**src/pkg/power_ctl_pkg.sv**
```systemverilog
package power_ctl_pkg;

    localparam int NUM_PERIPH = 8;
    localparam int OSC_SEL_W = 3;
    localparam logic [OSC_SEL_W-1:0] OSC_SEL_RST = 3'h0;
    localparam logic [OSC_SEL_W-1:0] OSC_SEL_ONCHIP = 3'h0;
    localparam int RESUME_CYCLES = 2;
    localparam int ENTRY_CYCLES = 1;

    typedef enum logic [1:0] {
        REG_FULL_ACTIVE,
        REG_FULL_STANDBY,
        REG_LOW_ACTIVE,
        REG_LOW_STANDBY
    } reg_mode_t;

    typedef struct packed {
        logic valid;
        logic sleepNotIdle;
    } mode_req_t;

    typedef struct packed {
        logic coreClkEn;
        logic sysClkEn;
        logic oscEn;
        logic lowRateOscEn;
        logic clkMonEn;
    } clk_gate_t;

endpackage

```
**src/hw/sleep_idle_power_control.sv**
```systemverilog
`timescale 1ns/1ps
module sleep_idle_power_control
    import power_ctl_pkg::*;
#(
    parameter int NPERIPH = NUM_PERIPH
) (
    input wire logic sys_clk,
    input wire logic rst,
    input wire mode_req_t modeReq,
    input wire logic irqPending,
    input wire logic wdtTimeout,
    input wire logic wdtEnable,
    input wire logic clkMonEnable,
    input wire logic regulatorKeepActive,
    input wire logic lowPowerRegulatorEnable,
    input wire logic clkCfgLocked,
    input wire logic newOscWrite,
    input wire logic [OSC_SEL_W-1:0] newOscSelect,
    input wire logic [NPERIPH-1:0] stopInIdle,
    input wire logic [NPERIPH-1:0] extClocked,
    output logic modeAck,
    output logic wakeEvent,
    output logic wdtClear,
    output clk_gate_t clkGate,
    output logic [NPERIPH-1:0] periphClkEn,
    output logic inSleep,
    output logic inIdle,
    output reg_mode_t regMode,
    output logic [OSC_SEL_W-1:0] activeOscSelect
);

    typedef enum logic [2:0] {
        ST_RUN,
        ST_ENTER,
        ST_SLEEP,
        ST_IDLE,
        ST_RESUME
    } state_t;

    state_t state_r;
    logic sleepSel_r;
    logic wakeHeld_r;
    logic [1:0] resumeCnt_r;
    logic [OSC_SEL_W-1:0] oscSel_r;
    logic [OSC_SEL_W-1:0] entryOsc_r;
    logic wakeSrc;
    logic [1:0] entryCnt_r;
    logic [OSC_SEL_W-1:0] activeOsc_r;
    logic lowPower;
    logic entryDone;
    logic oscAccept;

    function automatic logic is_low_power(input state_t s);
        return (s == ST_SLEEP) || (s == ST_IDLE);
    endfunction

    // Regulator choice only matters while the system clock is stopped
    function automatic reg_mode_t regulator_mode(
        input logic lowPower,
        input logic keepActive
    );
        reg_mode_t mode;
        mode = REG_LOW_STANDBY;
        case ({lowPower, keepActive})
            2'b01: begin
                mode = REG_FULL_ACTIVE;
            end
            2'b00: begin
                mode = REG_FULL_STANDBY;
            end
            2'b11: begin
                mode = REG_LOW_ACTIVE;
            end
            default: begin
                mode = REG_LOW_STANDBY;
            end
        endcase
        return mode;
    endfunction

    function automatic logic [NPERIPH-1:0] periph_gate(
        input logic sleeping,
        input logic idling,
        input logic [NPERIPH-1:0] stopMask,
        input logic [NPERIPH-1:0] extMask
    );
        logic [NPERIPH-1:0] en;
        en = '1;
        for (int i = 0; i < NPERIPH; i++) begin
            if (sleeping) begin
                en[i] = extMask[i];
            end else if (idling) begin
                en[i] = !stopMask[i];
            end else begin
                en[i] = 1'b1;
            end
        end
        return en;
    endfunction

    // The monitor is off in Sleep, so there only the watchdog keeps the slow oscillator
    function automatic logic slow_osc_needed(
        input logic sleeping,
        input logic wdtOn,
        input logic monOn
    );
        logic need;
        need = wdtOn;
        if (!sleeping) begin
            need = wdtOn || monOn;
        end
        return need;
    endfunction

    assign lowPower = is_low_power(state_r);
    assign entryDone = (state_r == ST_ENTER) && (entryCnt_r == 2'h0);
    assign oscAccept = newOscWrite && !clkCfgLocked && (state_r == ST_RUN);

    assign wakeSrc = irqPending | wdtTimeout;

    always_ff @(posedge sys_clk) begin
        if (rst) begin
            state_r <= ST_RUN;
            sleepSel_r <= 1'b0;
            resumeCnt_r <= 2'h0;
            entryCnt_r <= 2'h0;
        end else begin
            case (state_r)
                ST_RUN: begin
                    if (modeReq.valid) begin
                        state_r <= ST_ENTER;
                        sleepSel_r <= modeReq.sleepNotIdle;
                        entryCnt_r <= 2'(ENTRY_CYCLES - 1);
                    end
                end
                ST_ENTER: begin
                    // Entry always completes; a wake seen here is held, not dropped
                    if (entryDone) begin
                        state_r <= sleepSel_r ? ST_SLEEP : ST_IDLE;
                    end else begin
                        entryCnt_r <= entryCnt_r - 2'h1;
                    end
                end
                ST_SLEEP, ST_IDLE: begin
                    if (wakeSrc || wakeHeld_r) begin
                        state_r <= ST_RESUME;
                        resumeCnt_r <= 2'(RESUME_CYCLES - 1);
                    end
                end
                ST_RESUME: begin
                    if (resumeCnt_r == 2'h0) begin
                        state_r <= ST_RUN;
                    end else begin
                        resumeCnt_r <= resumeCnt_r - 2'h1;
                    end
                end
                default: state_r <= ST_RUN;
            endcase
        end
    end

    // Wake arriving during entry is remembered until the low-power state is reached
    always_ff @(posedge sys_clk) begin
        if (rst) begin
            wakeHeld_r <= 1'b0;
        end else if (state_r == ST_ENTER && wakeSrc) begin
            wakeHeld_r <= 1'b1;
        end else if (lowPower) begin
            wakeHeld_r <= 1'b0;
        end
    end

    always_ff @(posedge sys_clk) begin
        if (rst) begin
            oscSel_r <= OSC_SEL_RST;
        end else if (oscAccept) begin
            oscSel_r <= newOscSelect;
        end
    end

    // Snapshot at entry so a wake always restarts on the same source
    always_ff @(posedge sys_clk) begin
        if (rst) begin
            entryOsc_r <= OSC_SEL_RST;
        end else if (entryDone) begin
            entryOsc_r <= oscSel_r;
        end
    end

    // Output select leaves on a flop; it follows the live select in run and
    // the entry snapshot from the end of entry until run is reached again
    always_ff @(posedge sys_clk) begin
        if (rst) begin
            activeOsc_r <= OSC_SEL_RST;
        end else if (oscAccept) begin
            activeOsc_r <= newOscSelect;
        end else if (entryDone) begin
            activeOsc_r <= oscSel_r;
        end else if (lowPower || state_r == ST_RESUME) begin
            activeOsc_r <= entryOsc_r;
        end else begin
            activeOsc_r <= oscSel_r;
        end
    end

    assign activeOscSelect = activeOsc_r;

    assign inSleep = (state_r == ST_SLEEP);
    assign inIdle = (state_r == ST_IDLE);
    // Ack in the last entry cycle; gating is in force from the next edge on
    assign modeAck = entryDone;
    assign wakeEvent = lowPower && (wakeSrc || wakeHeld_r);
    assign wdtClear = entryDone && (sleepSel_r ? wdtEnable : 1'b1);

    always_comb begin
        clkGate.coreClkEn = !lowPower;
        clkGate.sysClkEn = !inSleep;
        clkGate.oscEn = !(inSleep && entryOsc_r == OSC_SEL_ONCHIP);
        clkGate.clkMonEn = clkMonEnable && !inSleep;
        clkGate.lowRateOscEn = slow_osc_needed(inSleep, wdtEnable, clkMonEnable);
    end

    always_comb begin
        periphClkEn = periph_gate(inSleep, inIdle, stopInIdle, extClocked);
    end

    // Regulators run at full power whenever the system clock runs
    always_comb begin
        regMode = REG_FULL_ACTIVE;
        if (inSleep) begin
            regMode = regulator_mode(lowPowerRegulatorEnable, regulatorKeepActive);
        end
    end

endmodule

```
**config.mk**
```make
export PLATFORM = sky130hd
export DESIGN_NAME = sleep_idle_power_control
export DESIGN_NICKNAME = d
export VERILOG_FILES = /design/src/pkg/power_ctl_pkg.sv /design/src/hw/sleep_idle_power_control.sv
export SDC_FILE = /design/constraint.sdc
export NUM_CORES = 1
export LEC_CHECK = 0
export BUFFER_PORTS_ARGS = -buffer_cell sky130_fd_sc_hd__buf_2
export CORE_UTILIZATION = 45
export DETAILED_ROUTE_END_ITERATION = 16
export GPL_TIMING_DRIVEN = 0
export PLACE_DENSITY_LB_ADDON = 0.05
export SYNTH_ARGS = -nofsm -noshare
export SYNTH_HDL_FRONTEND = slang
export SYNTH_SLANG_ARGS = --single-unit
```
**constraint.sdc**
```tcl
create_clock -name sys_clk -period 3.75 [get_ports sys_clk]
set_clock_uncertainty 0.15 [all_clocks]
set_input_delay 0.375 -clock sys_clk [delete_from_list [all_inputs] [get_ports sys_clk]]
set_output_delay 0.375 -clock sys_clk [all_outputs]
set_load 0.05 [all_outputs]
```
Word-level counts from Yosys, hierarchy flattened
Cells that the tools add are included.
{ "classes": {"addsub": 2, "mul": 0, "n_div": 0, "n_lt_le_gt_ge": 0, "n_eq_ne": 12, "n_shift": 0, "mux": 37, "n_bitwise": 1, "n_reduce_logical": 37} }
{ "op_table": {"columns": ["operator", "count"], "rows": [
  ["$mux W1", 21],
  ["$mux W3", 7],
  ["$logic_not A1 Y1", 12],
  ["$ne A2 B2 Y1 const B", 6],
  ["$pmux W3 S4", 1],
  ["$mux W2", 5],
  ["$logic_and A1 B1 Y1", 8],
  ["$pmux W2 S2", 2],
  ["$eq A3 B2 Y1 const B", 2],
  ["$logic_not A2 Y1", 3],
  ["$logic_not A3 Y1", 2],
  ["$pmux W2 S3", 1],
  ["$reduce_and A3 Y1", 2],
  ["$reduce_bool A2 Y1", 3],
  ["$logic_or A1 B1 Y1", 4],
  ["$reduce_and A4 Y1", 1],
  ["$sub A2 B1 Y2 const B", 2],
  ["$eq A3 B1 Y1 const B", 1],
  ["$eq A3 B3 Y1 const B", 1],
  ["$eq A2 B1 Y1 const B", 1],
  ["$eq A2 B2 Y1 const B", 1],
  ["$reduce_and A2 Y1", 1],
  ["$reduce_or A2 Y1", 1],
  ["$or A1 B1 Y1", 1]
]} }
{ "totals": {"ff_bits": 18, "latch_bits": 0, "ram_bits": 0, "romBits": 0, "input_bits": 31, "out_inout_bits": 23, "word_cells": 97, "n_memories": 0} }

Longest topological paths before layout
Gate-level depths: netlist of run 1.
{ "depth": {"ltp_word": 6, "mapped_depth": 6, "ltp_nobuf": 6} }

Worst setup path after synthesis of run 1
OpenSTA, ideal clock, no wires.
{ "synth_timing": {"kind": "register to output", "from": "register state_r[1]", "to": "output port clkGate[1] in the netlist's numbering", "arrival_ps": 2087, "required_ps": 3225, "path_slack_ps": 1138, "stages_incl_launch_ff": 6, "n_path_buf": 1, "cell_sequence": "dfxtp_1 > buf_4 > and2b_1 > nand2b_1 > and2_1 > or2_1"} }
{ "synth_lines": {"columns": ["item", "line_no", "source"], "rows": [
  ["start: declaration", "sleep_idle_power_control.sv:40", "state_t state_r;"],
  ["start signal: assignment", "sleep_idle_power_control.sv:139", "state_r <= sleepSel_r ? ST_SLEEP : ST_IDLE;"],
  ["end: declaration", "sleep_idle_power_control.sv:24", "output clk_gate_t clkGate,"]
]} }

Worst setup path in the final report of run 1
{ "layout_timing": {"from": "register entryCnt_r[0]", "to": "output port wdtClear"} }
{ "layout_between": {"elab_chain_len": 3} }
{ "layout_lines": {"columns": ["item", "line_no", "source"], "rows": [
  ["start: declaration", "sleep_idle_power_control.sv:47", "logic [1:0] entryCnt_r;"],
  ["start signal: assignment", "sleep_idle_power_control.sv:133", "entryCnt_r <= 2'(ENTRY_CYCLES - 1);"],
  ["start signal: assignment", "sleep_idle_power_control.sv:141", "entryCnt_r <= entryCnt_r - 2'h1;"],
  ["$logic_not A2 Y1", "sleep_idle_power_control.sv:116", "assign entryDone = (state_r == ST_ENTER) && (entryCnt_r == 2'h0);"],
  ["$logic_and A1 B1 Y1", "sleep_idle_power_control.sv:116", null],
  ["$logic_and A1 B1 Y1", "sleep_idle_power_control.sv:213", "assign wdtClear = entryDone && (sleepSel_r ? wdtEnable : 1'b1);"],
  ["end: declaration", "sleep_idle_power_control.sv:23", "output logic wdtClear,"]
]} }
Every way passes these cells.

==> run summary, run 1 <==
Clock sinks -> 18
CTS Hold Bufs -> 0
Worst path cell trace -> inv_1, ha_1, nor4bb_1, buf_2, a21boi_1, buf_2
Reg2reg end -> entryOsc_r[2]
Antenna diodes -> 0
Vias -> 1,178
Share of layout cells above drive strength 1 -> 0.335
Total power -> 604 uW
Top_reg_cell synth -> dfxtp_1
Total CTS buffers -> 3
Core area -> 0.00223 mm2
Die Width -> 50.8 um
CP Launch Type -> register
Switching pwr -> 259 uW
Worst hold path class -> in2reg
Slowest-stage cell, CP -> dfxtp_1
Setup TNS -> 0 ps
Initial DRC Count -> 29
Yosys cell types -> 42
Placed Cells -> 224
Routed WL per cell -> 12.0 um
FP Rows -> 17
Avg Cell Area, Syn -> 7.43 um2
Sequential share of power -> 0.351
H-Tree Level Count -> 1
Vias in the first global route -> 1,011
First-pass DRT Iterations -> 4
Slew Limit Headroom -> 0.641
Final period util -> 0.650
Most frequent cell on the critical path -> buf_2
Total gr overflow -> 0
Area of the die -> 0.00258 mm2
Max-cap viol count -> 0
Die Y-Extent -> 50.8 um
Clock power frac -> 0.201
Vias per inst -> 5.17
RSZ-0062 raised after global routing -> no
Crit path DAT -> 1910 ps
CTS tree -> done
Hold Crit Start -> modeReq[0]
Slew @ Worst Pin -> 535 ps
Max incr delay on CP -> 350 ps
Hold endpoint -> sleepSel_r
Sw frac -> 0.429
Pwr/cell area -> 431 mW/mm2
Post-Syn Area -> 0.00107 mm2
Synth Register Bits -> 18
Internal -> 345 uW
Min Tclk post-route -> 2440 ps
Area leader, netlist -> dfxtp_1
Critical path capture point type -> output port
Routability cong. -> 0.781
Reg-to-reg setup timing slack -> 2060 ps
Worst Path Required -> 3220 ps
LEAKAGE -> 0.000643 uW
Max frequency -> 411 MHz
Initial Util -> 0.479
Max-slew violations -> 0
Global Route Usage Sum -> 0.232
Final hold slack -> 158 ps
Outcome -> complete, no violations
VDD IR-drop max -> 310 uV
Clk_lat worst skew -> 300 ps
Setup bufs post-CTS -> 0
Synth area leaders -> dfxtp_1, nand2_1, mux2i_1
Critical path peak fanout -> 6
Comb pwr share -> 0.448
Fin nets -> 234
# fillers -> 223
Min-Delay Path Depth -> 3
R2R Path Start -> entryCnt_r[0]
Final wirelength -> 2730 um
Post-route ant nets -> 0
Async SR Flop Fraction -> 0
Dpl hpwl -> 2130 um
Root buffer cell -> clkbuf_4
Mapped Cells -> 144
Post-CTS resize count -> 0
Yosys warnings -> 0
Crit Path Category -> reg2out
Setup violations, final -> 0
Worst reg-to-reg path cell count -> 6
Synth Net Count -> 177
Share of the synthesized area in the top cell type -> 0.337
CTS max path bufs -> 2
Largest net degree at the start of global routing -> 11
Seq/Total Area, Yosys -> 0.337
Port Buffers -> 52
Initial antenna violation count -> 0
Remaining DRCs -> 0
Final hold viol count -> 0
Number of flops mapped to enable cells by yosys -> 0
Io pins -> 54
Clock Pin Slew Worst Setup and Hold Paths -> 110 ps
Synth-to-Final Area Change -> 31.0%
Fin cells -> 228
First-pass GRT wire length -> 4440 um
## worst max-delay path: cells and delay by family (launching register included)
kind	cells	cell delay, ps
and+or+nand+nor	1	280
AOI/OAI and AO/OA	1	170
adders and majority gates	1	250
buffers and inverters	3	560
DFF	1	350
## layout make-up
cell class / count / area [um2] / share of cell area
multi-input cells: 109 / 636 / 0.454
flip-flops and latches: 18 / 360 / 0.257
inverters: 8 / 30.0 / 0.0214
clock buffers: 4 / 36.3 / 0.0259
well taps: 28 / 35.0 / 0.0250
repair buffers: 52 / 260 / 0.186
plain buffers: 9 / 43.8 / 0.0313
## kinds of logic (layout without fill, tap and decap cells)
| family | after synthesis | count (layout) | share of synthesized area |
|---|---|---|---|
| simple gates | 65 | 65 | 0.302 |
| compound gates | 35 | 35 | 0.205 |
| flops | 18 | 18 | 0.337 |
| buf+inv | 17 | 73 | 0.0690 |
| mux | 6 | 6 | 0.0561 |
| fa+ha+maj | 2 | 2 | 0.0234 |
| xor+xnor | 1 | 1 | 0.00819 |
## state kept, by name (all words and copies together), names as in the netlist
name,cells
state_r,3
entryCnt_r,2
entryOsc_r,3
resumeCnt_r,2
sleepSel_r,1
wakeHeld_r,1
activeOscSelect,3
oscSel_r,3
## stage by stage
| stage | cell area [um2] | util | worst slack (ps) |
|---|---|---|---|
| after global routing | 1400 | 0.627 | 1120 |
| final | 1400 | 0.627 | 1310 |
| after CTS | 1400 | 0.627 | 1310 |
| after floorplan | 1070 | - | 1140 |
| after global placement | 1370 | 0.611 | 1680 |
| after detailed placement | 1370 | 0.611 | 1650 |
## synthesized netlist by cell type, drive strengths merged, types with 2 or more instances
| library cell | count |
|---|---|
| nand2 | 25 |
| dfxtp | 18 |
| nor2 | 15 |
| o21ai | 11 |
| a21oi | 10 |
| inv | 8 |
| buf | 7 |
| mux2i | 6 |
| nand3 | 5 |
| nor2b | 4 |
| a22oi | 3 |
| and2 | 3 |
| a211oi | 2 |
| clkbuf | 2 |
| ha | 2 |
| nor3 | 2 |
| nor4bb | 2 |
| or2 | 2 |
## worst max-delay path by stage
stage / from / end / slack, ps / cells past startpoint
2_1_floorplan: state_r[1] / clkGate[1] / 1140 / 5
3_3_place_gp: entryCnt_r[0] / wdtClear / 1680 / 6
3_5_place_dp: entryCnt_r[0] / wdtClear / 1650 / 6
4_1_cts: entryCnt_r[0] / wdtClear / 1310 / 6
5_1_grt: entryCnt_r[0] / wdtClear / 1120 / 6
6_report: entryCnt_r[0] / wdtClear / 1310 / 6
## power by group through the flow
| stage | Combinational, uW | Sequential (uW) | Clock (uW) |
|---|---|---|---|
| after floorplan | 199 | 224 | 0 |
| final | 271 | 212 | 122 |
| after global routing | 293 | 214 | 134 |
| after detailed placement | 271 | 216 | 0 |
| after global placement | 264 | 216 | 0 |
| after CTS | 271 | 212 | 124 |
## placed cells by master, fill, tap and decap left out, types with 2 or more instances in the layout
cell type  netlist  final
buf_2            2     54
buf_1            3      3
nor4bb_1         2      2
ha_1             2      2
dfxtp_1         18     18
inv_1            5      5
buf_4            2      2
nand3_1          5      5
o21ai_0          2      2
nor3_1           2      2
nor2_1          14     14
nor2b_1          4      4
a21oi_1         10     10
clkbuf_4         0      3
clkbuf_1         2      2
o21ai_1          9      9
and2_1           3      3
inv_2            3      3
a22oi_1          3      3
nand2_1         25     25
mux2i_1          6      6
## per-layer routing
metal  global-route usage  vias to the layer above  share of wire
met5                    0                        -              0
met4               0.0833                        0          0.014
met3               0.0394                        5          0.043
met2                0.387                       31           0.47
met1                0.298                      539           0.47
li1                     -                      603              -
(Power assumes the default switching activity.)
==> run 2, diff against run 1 <==
Settings changed: CORE_UTILIZATION 45 to 40.
Clock period 3.75 ns to 2 ns, I/O delays scaled along.
==> run summary, run 2 (same netlist as run 1, synthesis figures left out) <==
Outcome -> complete, no violations
H-Tree Level Count -> 1 (unchanged)
Final period util -> 0.975
RSZ-0062 raised after global routing -> yes
Critical path peak fanout -> 5 (-1)
R2R Path Start -> state_r[1]
Total CTS buffers -> 3 (unchanged)
Die Width -> 53.7 um (+5.8%)
Area of the die -> 0.00289 mm2 (+12%)
CTS max path bufs -> 2 (unchanged)
Max-slew violations -> 0 (unchanged)
Slew @ Worst Pin -> 601 ps (+66.5 ps)
Slowest-stage cell, CP -> dfxtp_2
Total power -> 1230 uW (+100%)
Setup TNS -> 0 ps (unchanged)
Slack of the critical path -> 50.4 ps (-1260 ps)
LEAKAGE -> 0.000740 uW (+15%)
Vias -> 1,236 (+4.9%)
Initial Util -> 0.428 (-0.0511)
First-pass DRT Iterations -> 4 (unchanged)
Port Buffers -> 52 (unchanged)
Vias in the first global route -> 941 (-6.9%)
Pwr/cell area -> 764 mW/mm2 (+77%)
Worst hold path class -> in2reg
Final wirelength -> 2720 um (-0.44%)
Dpl hpwl -> 1980 um (-6.7%)
Max incr delay on CP -> 330 ps (-20 ps)
Largest net degree at the start of global routing -> 11 (unchanged)
Remaining DRCs -> 0 (unchanged)
Io pins -> 54 (unchanged)
Placed Cells -> 226 (+0.89%)
Clock power frac -> 0.184 (-0.017)
Worst Path Required -> 1650 ps (-1570 ps)
Crit path DAT -> 1600 ps (-310 ps)
Initial antenna violation count -> 0 (unchanged)
Clk_lat worst skew -> 290 ps (about the same)
Comb pwr share -> 0.488 (+0.040)
Critical path capture point type -> output port
Hold Crit Start -> rst
Internal -> 725 uW (+110%)
Critical path startpoint -> state_r[1]
Synth-to-Final Area Change -> 49.9%
Share of layout cells above drive strength 1 -> 0.420 (+0.0848)
Total gr overflow -> 0 (unchanged)
Switching pwr -> 501 uW (+93%)
First-pass GRT wire length -> 4130 um (-7.0%)
Post-route ant nets -> 0 (unchanged)
Setup violations, final -> 0 (unchanged)
Antenna diodes -> 0 (unchanged)
FP Rows -> 18 (+1)
Pre-CTS setup slack -> 58.5 ps (-1590 ps)
CTS tree -> done
Max-cap viol count -> 0 (unchanged)
Die Y-Extent -> 53.7 um (+5.8%)
Slew Limit Headroom -> 0.596 (-0.0447)
Routability cong. -> 0.766 (-1.9%)
Crit Path Category -> reg2out
# fillers -> 225 (+0.90%)
Sw frac -> 0.409 (-0.0206)
Final hold viol count -> 0 (unchanged)
Clock Pin Slew Worst Setup and Hold Paths -> 110 ps (about the same)
Min Tclk post-route -> 1950 ps
Fin cells -> 242 (+6.1%)
Most common cell after layout, fill and taps aside -> buf_2
Commonest non-fill, non-tap cells in the layout -> buf_2, nand2_1, dfxtp_1
Initial DRC Count -> 25 (-14%)
Root buffer cell -> clkbuf_4
Global Route Usage Sum -> 0.197 (-0.0351)
Routed WL per cell -> 11.2 um (-6.2%)
CP Launch Type -> register
Vias per inst -> 5.11 (-1.1%)
Clock sinks -> 18 (unchanged)
Worst path cell trace -> buf_6, buf_4, nor4bb_4, buf_4, a21boi_4, buf_6
VDD IR-drop max -> 445 uV (+44%)
Core area -> 0.00250 mm2 (+12%)
Final Util -> 0.642 (+0.0142)
Max frequency -> 513 MHz
Sequential share of power -> 0.328 (-0.023)
Fin nets -> 246 (+5.1%)
-- run 2: cell count changes in the layout (fill, tap and decap cells not counted), moves of 3 or more --
cell,change
dlygate4sd3_1,+4
buf_6,+3
buf_2,-6
buf_4,+10
-- run 2: cell type report --
cell class              count  area, um2  share of cell area
clock buffers               4       36.3              0.0226
repair buffers             64        388               0.242
well taps                  30       37.5              0.0234
plain buffers               9       58.8              0.0367
inverters                   8       30.0              0.0187
flip-flops and latches     18        363               0.226
multi-input cells         109        691               0.431
-- run 2: what timing repair did --
| item | 4_1_cts | 5_1_grt |
|---|---|---|
| pin swaps | 1 | 0 |
| hold buffers | 4 | 0 |
| cloned | 0 | 0 |
| resized for setup | 16 | 14 |
| setup endpoints to repair | 14 | 14 |
| hold endpoints to repair | 4 | 0 |
| buffers inserted | 4 | 4 |
-- run 2: power by group through the flow --
stage,registers [uW],clock network [uW],logic [uW]
after floorplan,420,0,382
after global placement,407,0,505
after detailed placement,408,0,511
after CTS,401,235,562
after global routing,404,261,648
final,402,226,598
-- run 2: path summary, 6_finish.rpt --
| kind | end | slack [ps] | cells after the start |
|---|---|---|---|
| worst min-delay path | resumeCnt_r[1] | 150 | 2 |
| worst max-delay path | wdtClear | 50 | 6 |
| worst max register to register | activeOscSelect[2] | 360 | 6 |
| worst min register to register | oscSel_r[0] | 340 | 2 |
-- run 2: metrics by stage --
step | hold slack (ps) | instance area (um2)
2_1_floorplan | 186 | 1080
3_3_place_gp | 289 | 1380
3_5_place_dp | 298 | 1380
4_1_cts | 150 | 1540
5_1_grt | 162 | 1600
6_report | 152 | 1600
-- run 2: routing by layer --
metal / routed length (um) / track usage
met1: 1330 / 0.272
met2: 1270 / 0.302
met3: 111 / 0.0339
met4: 8 / 0.0702
met5: 0 / 0
-- run 2: critical path, delay by kind of cell (launching register included) --
kind | cells | cell delay (ps)
AOI/OAI and AO/OA | 1 | 160
and+or+nand+nor | 1 | 250
DFF | 1 | 330
buffers and inverters | 4 | 580
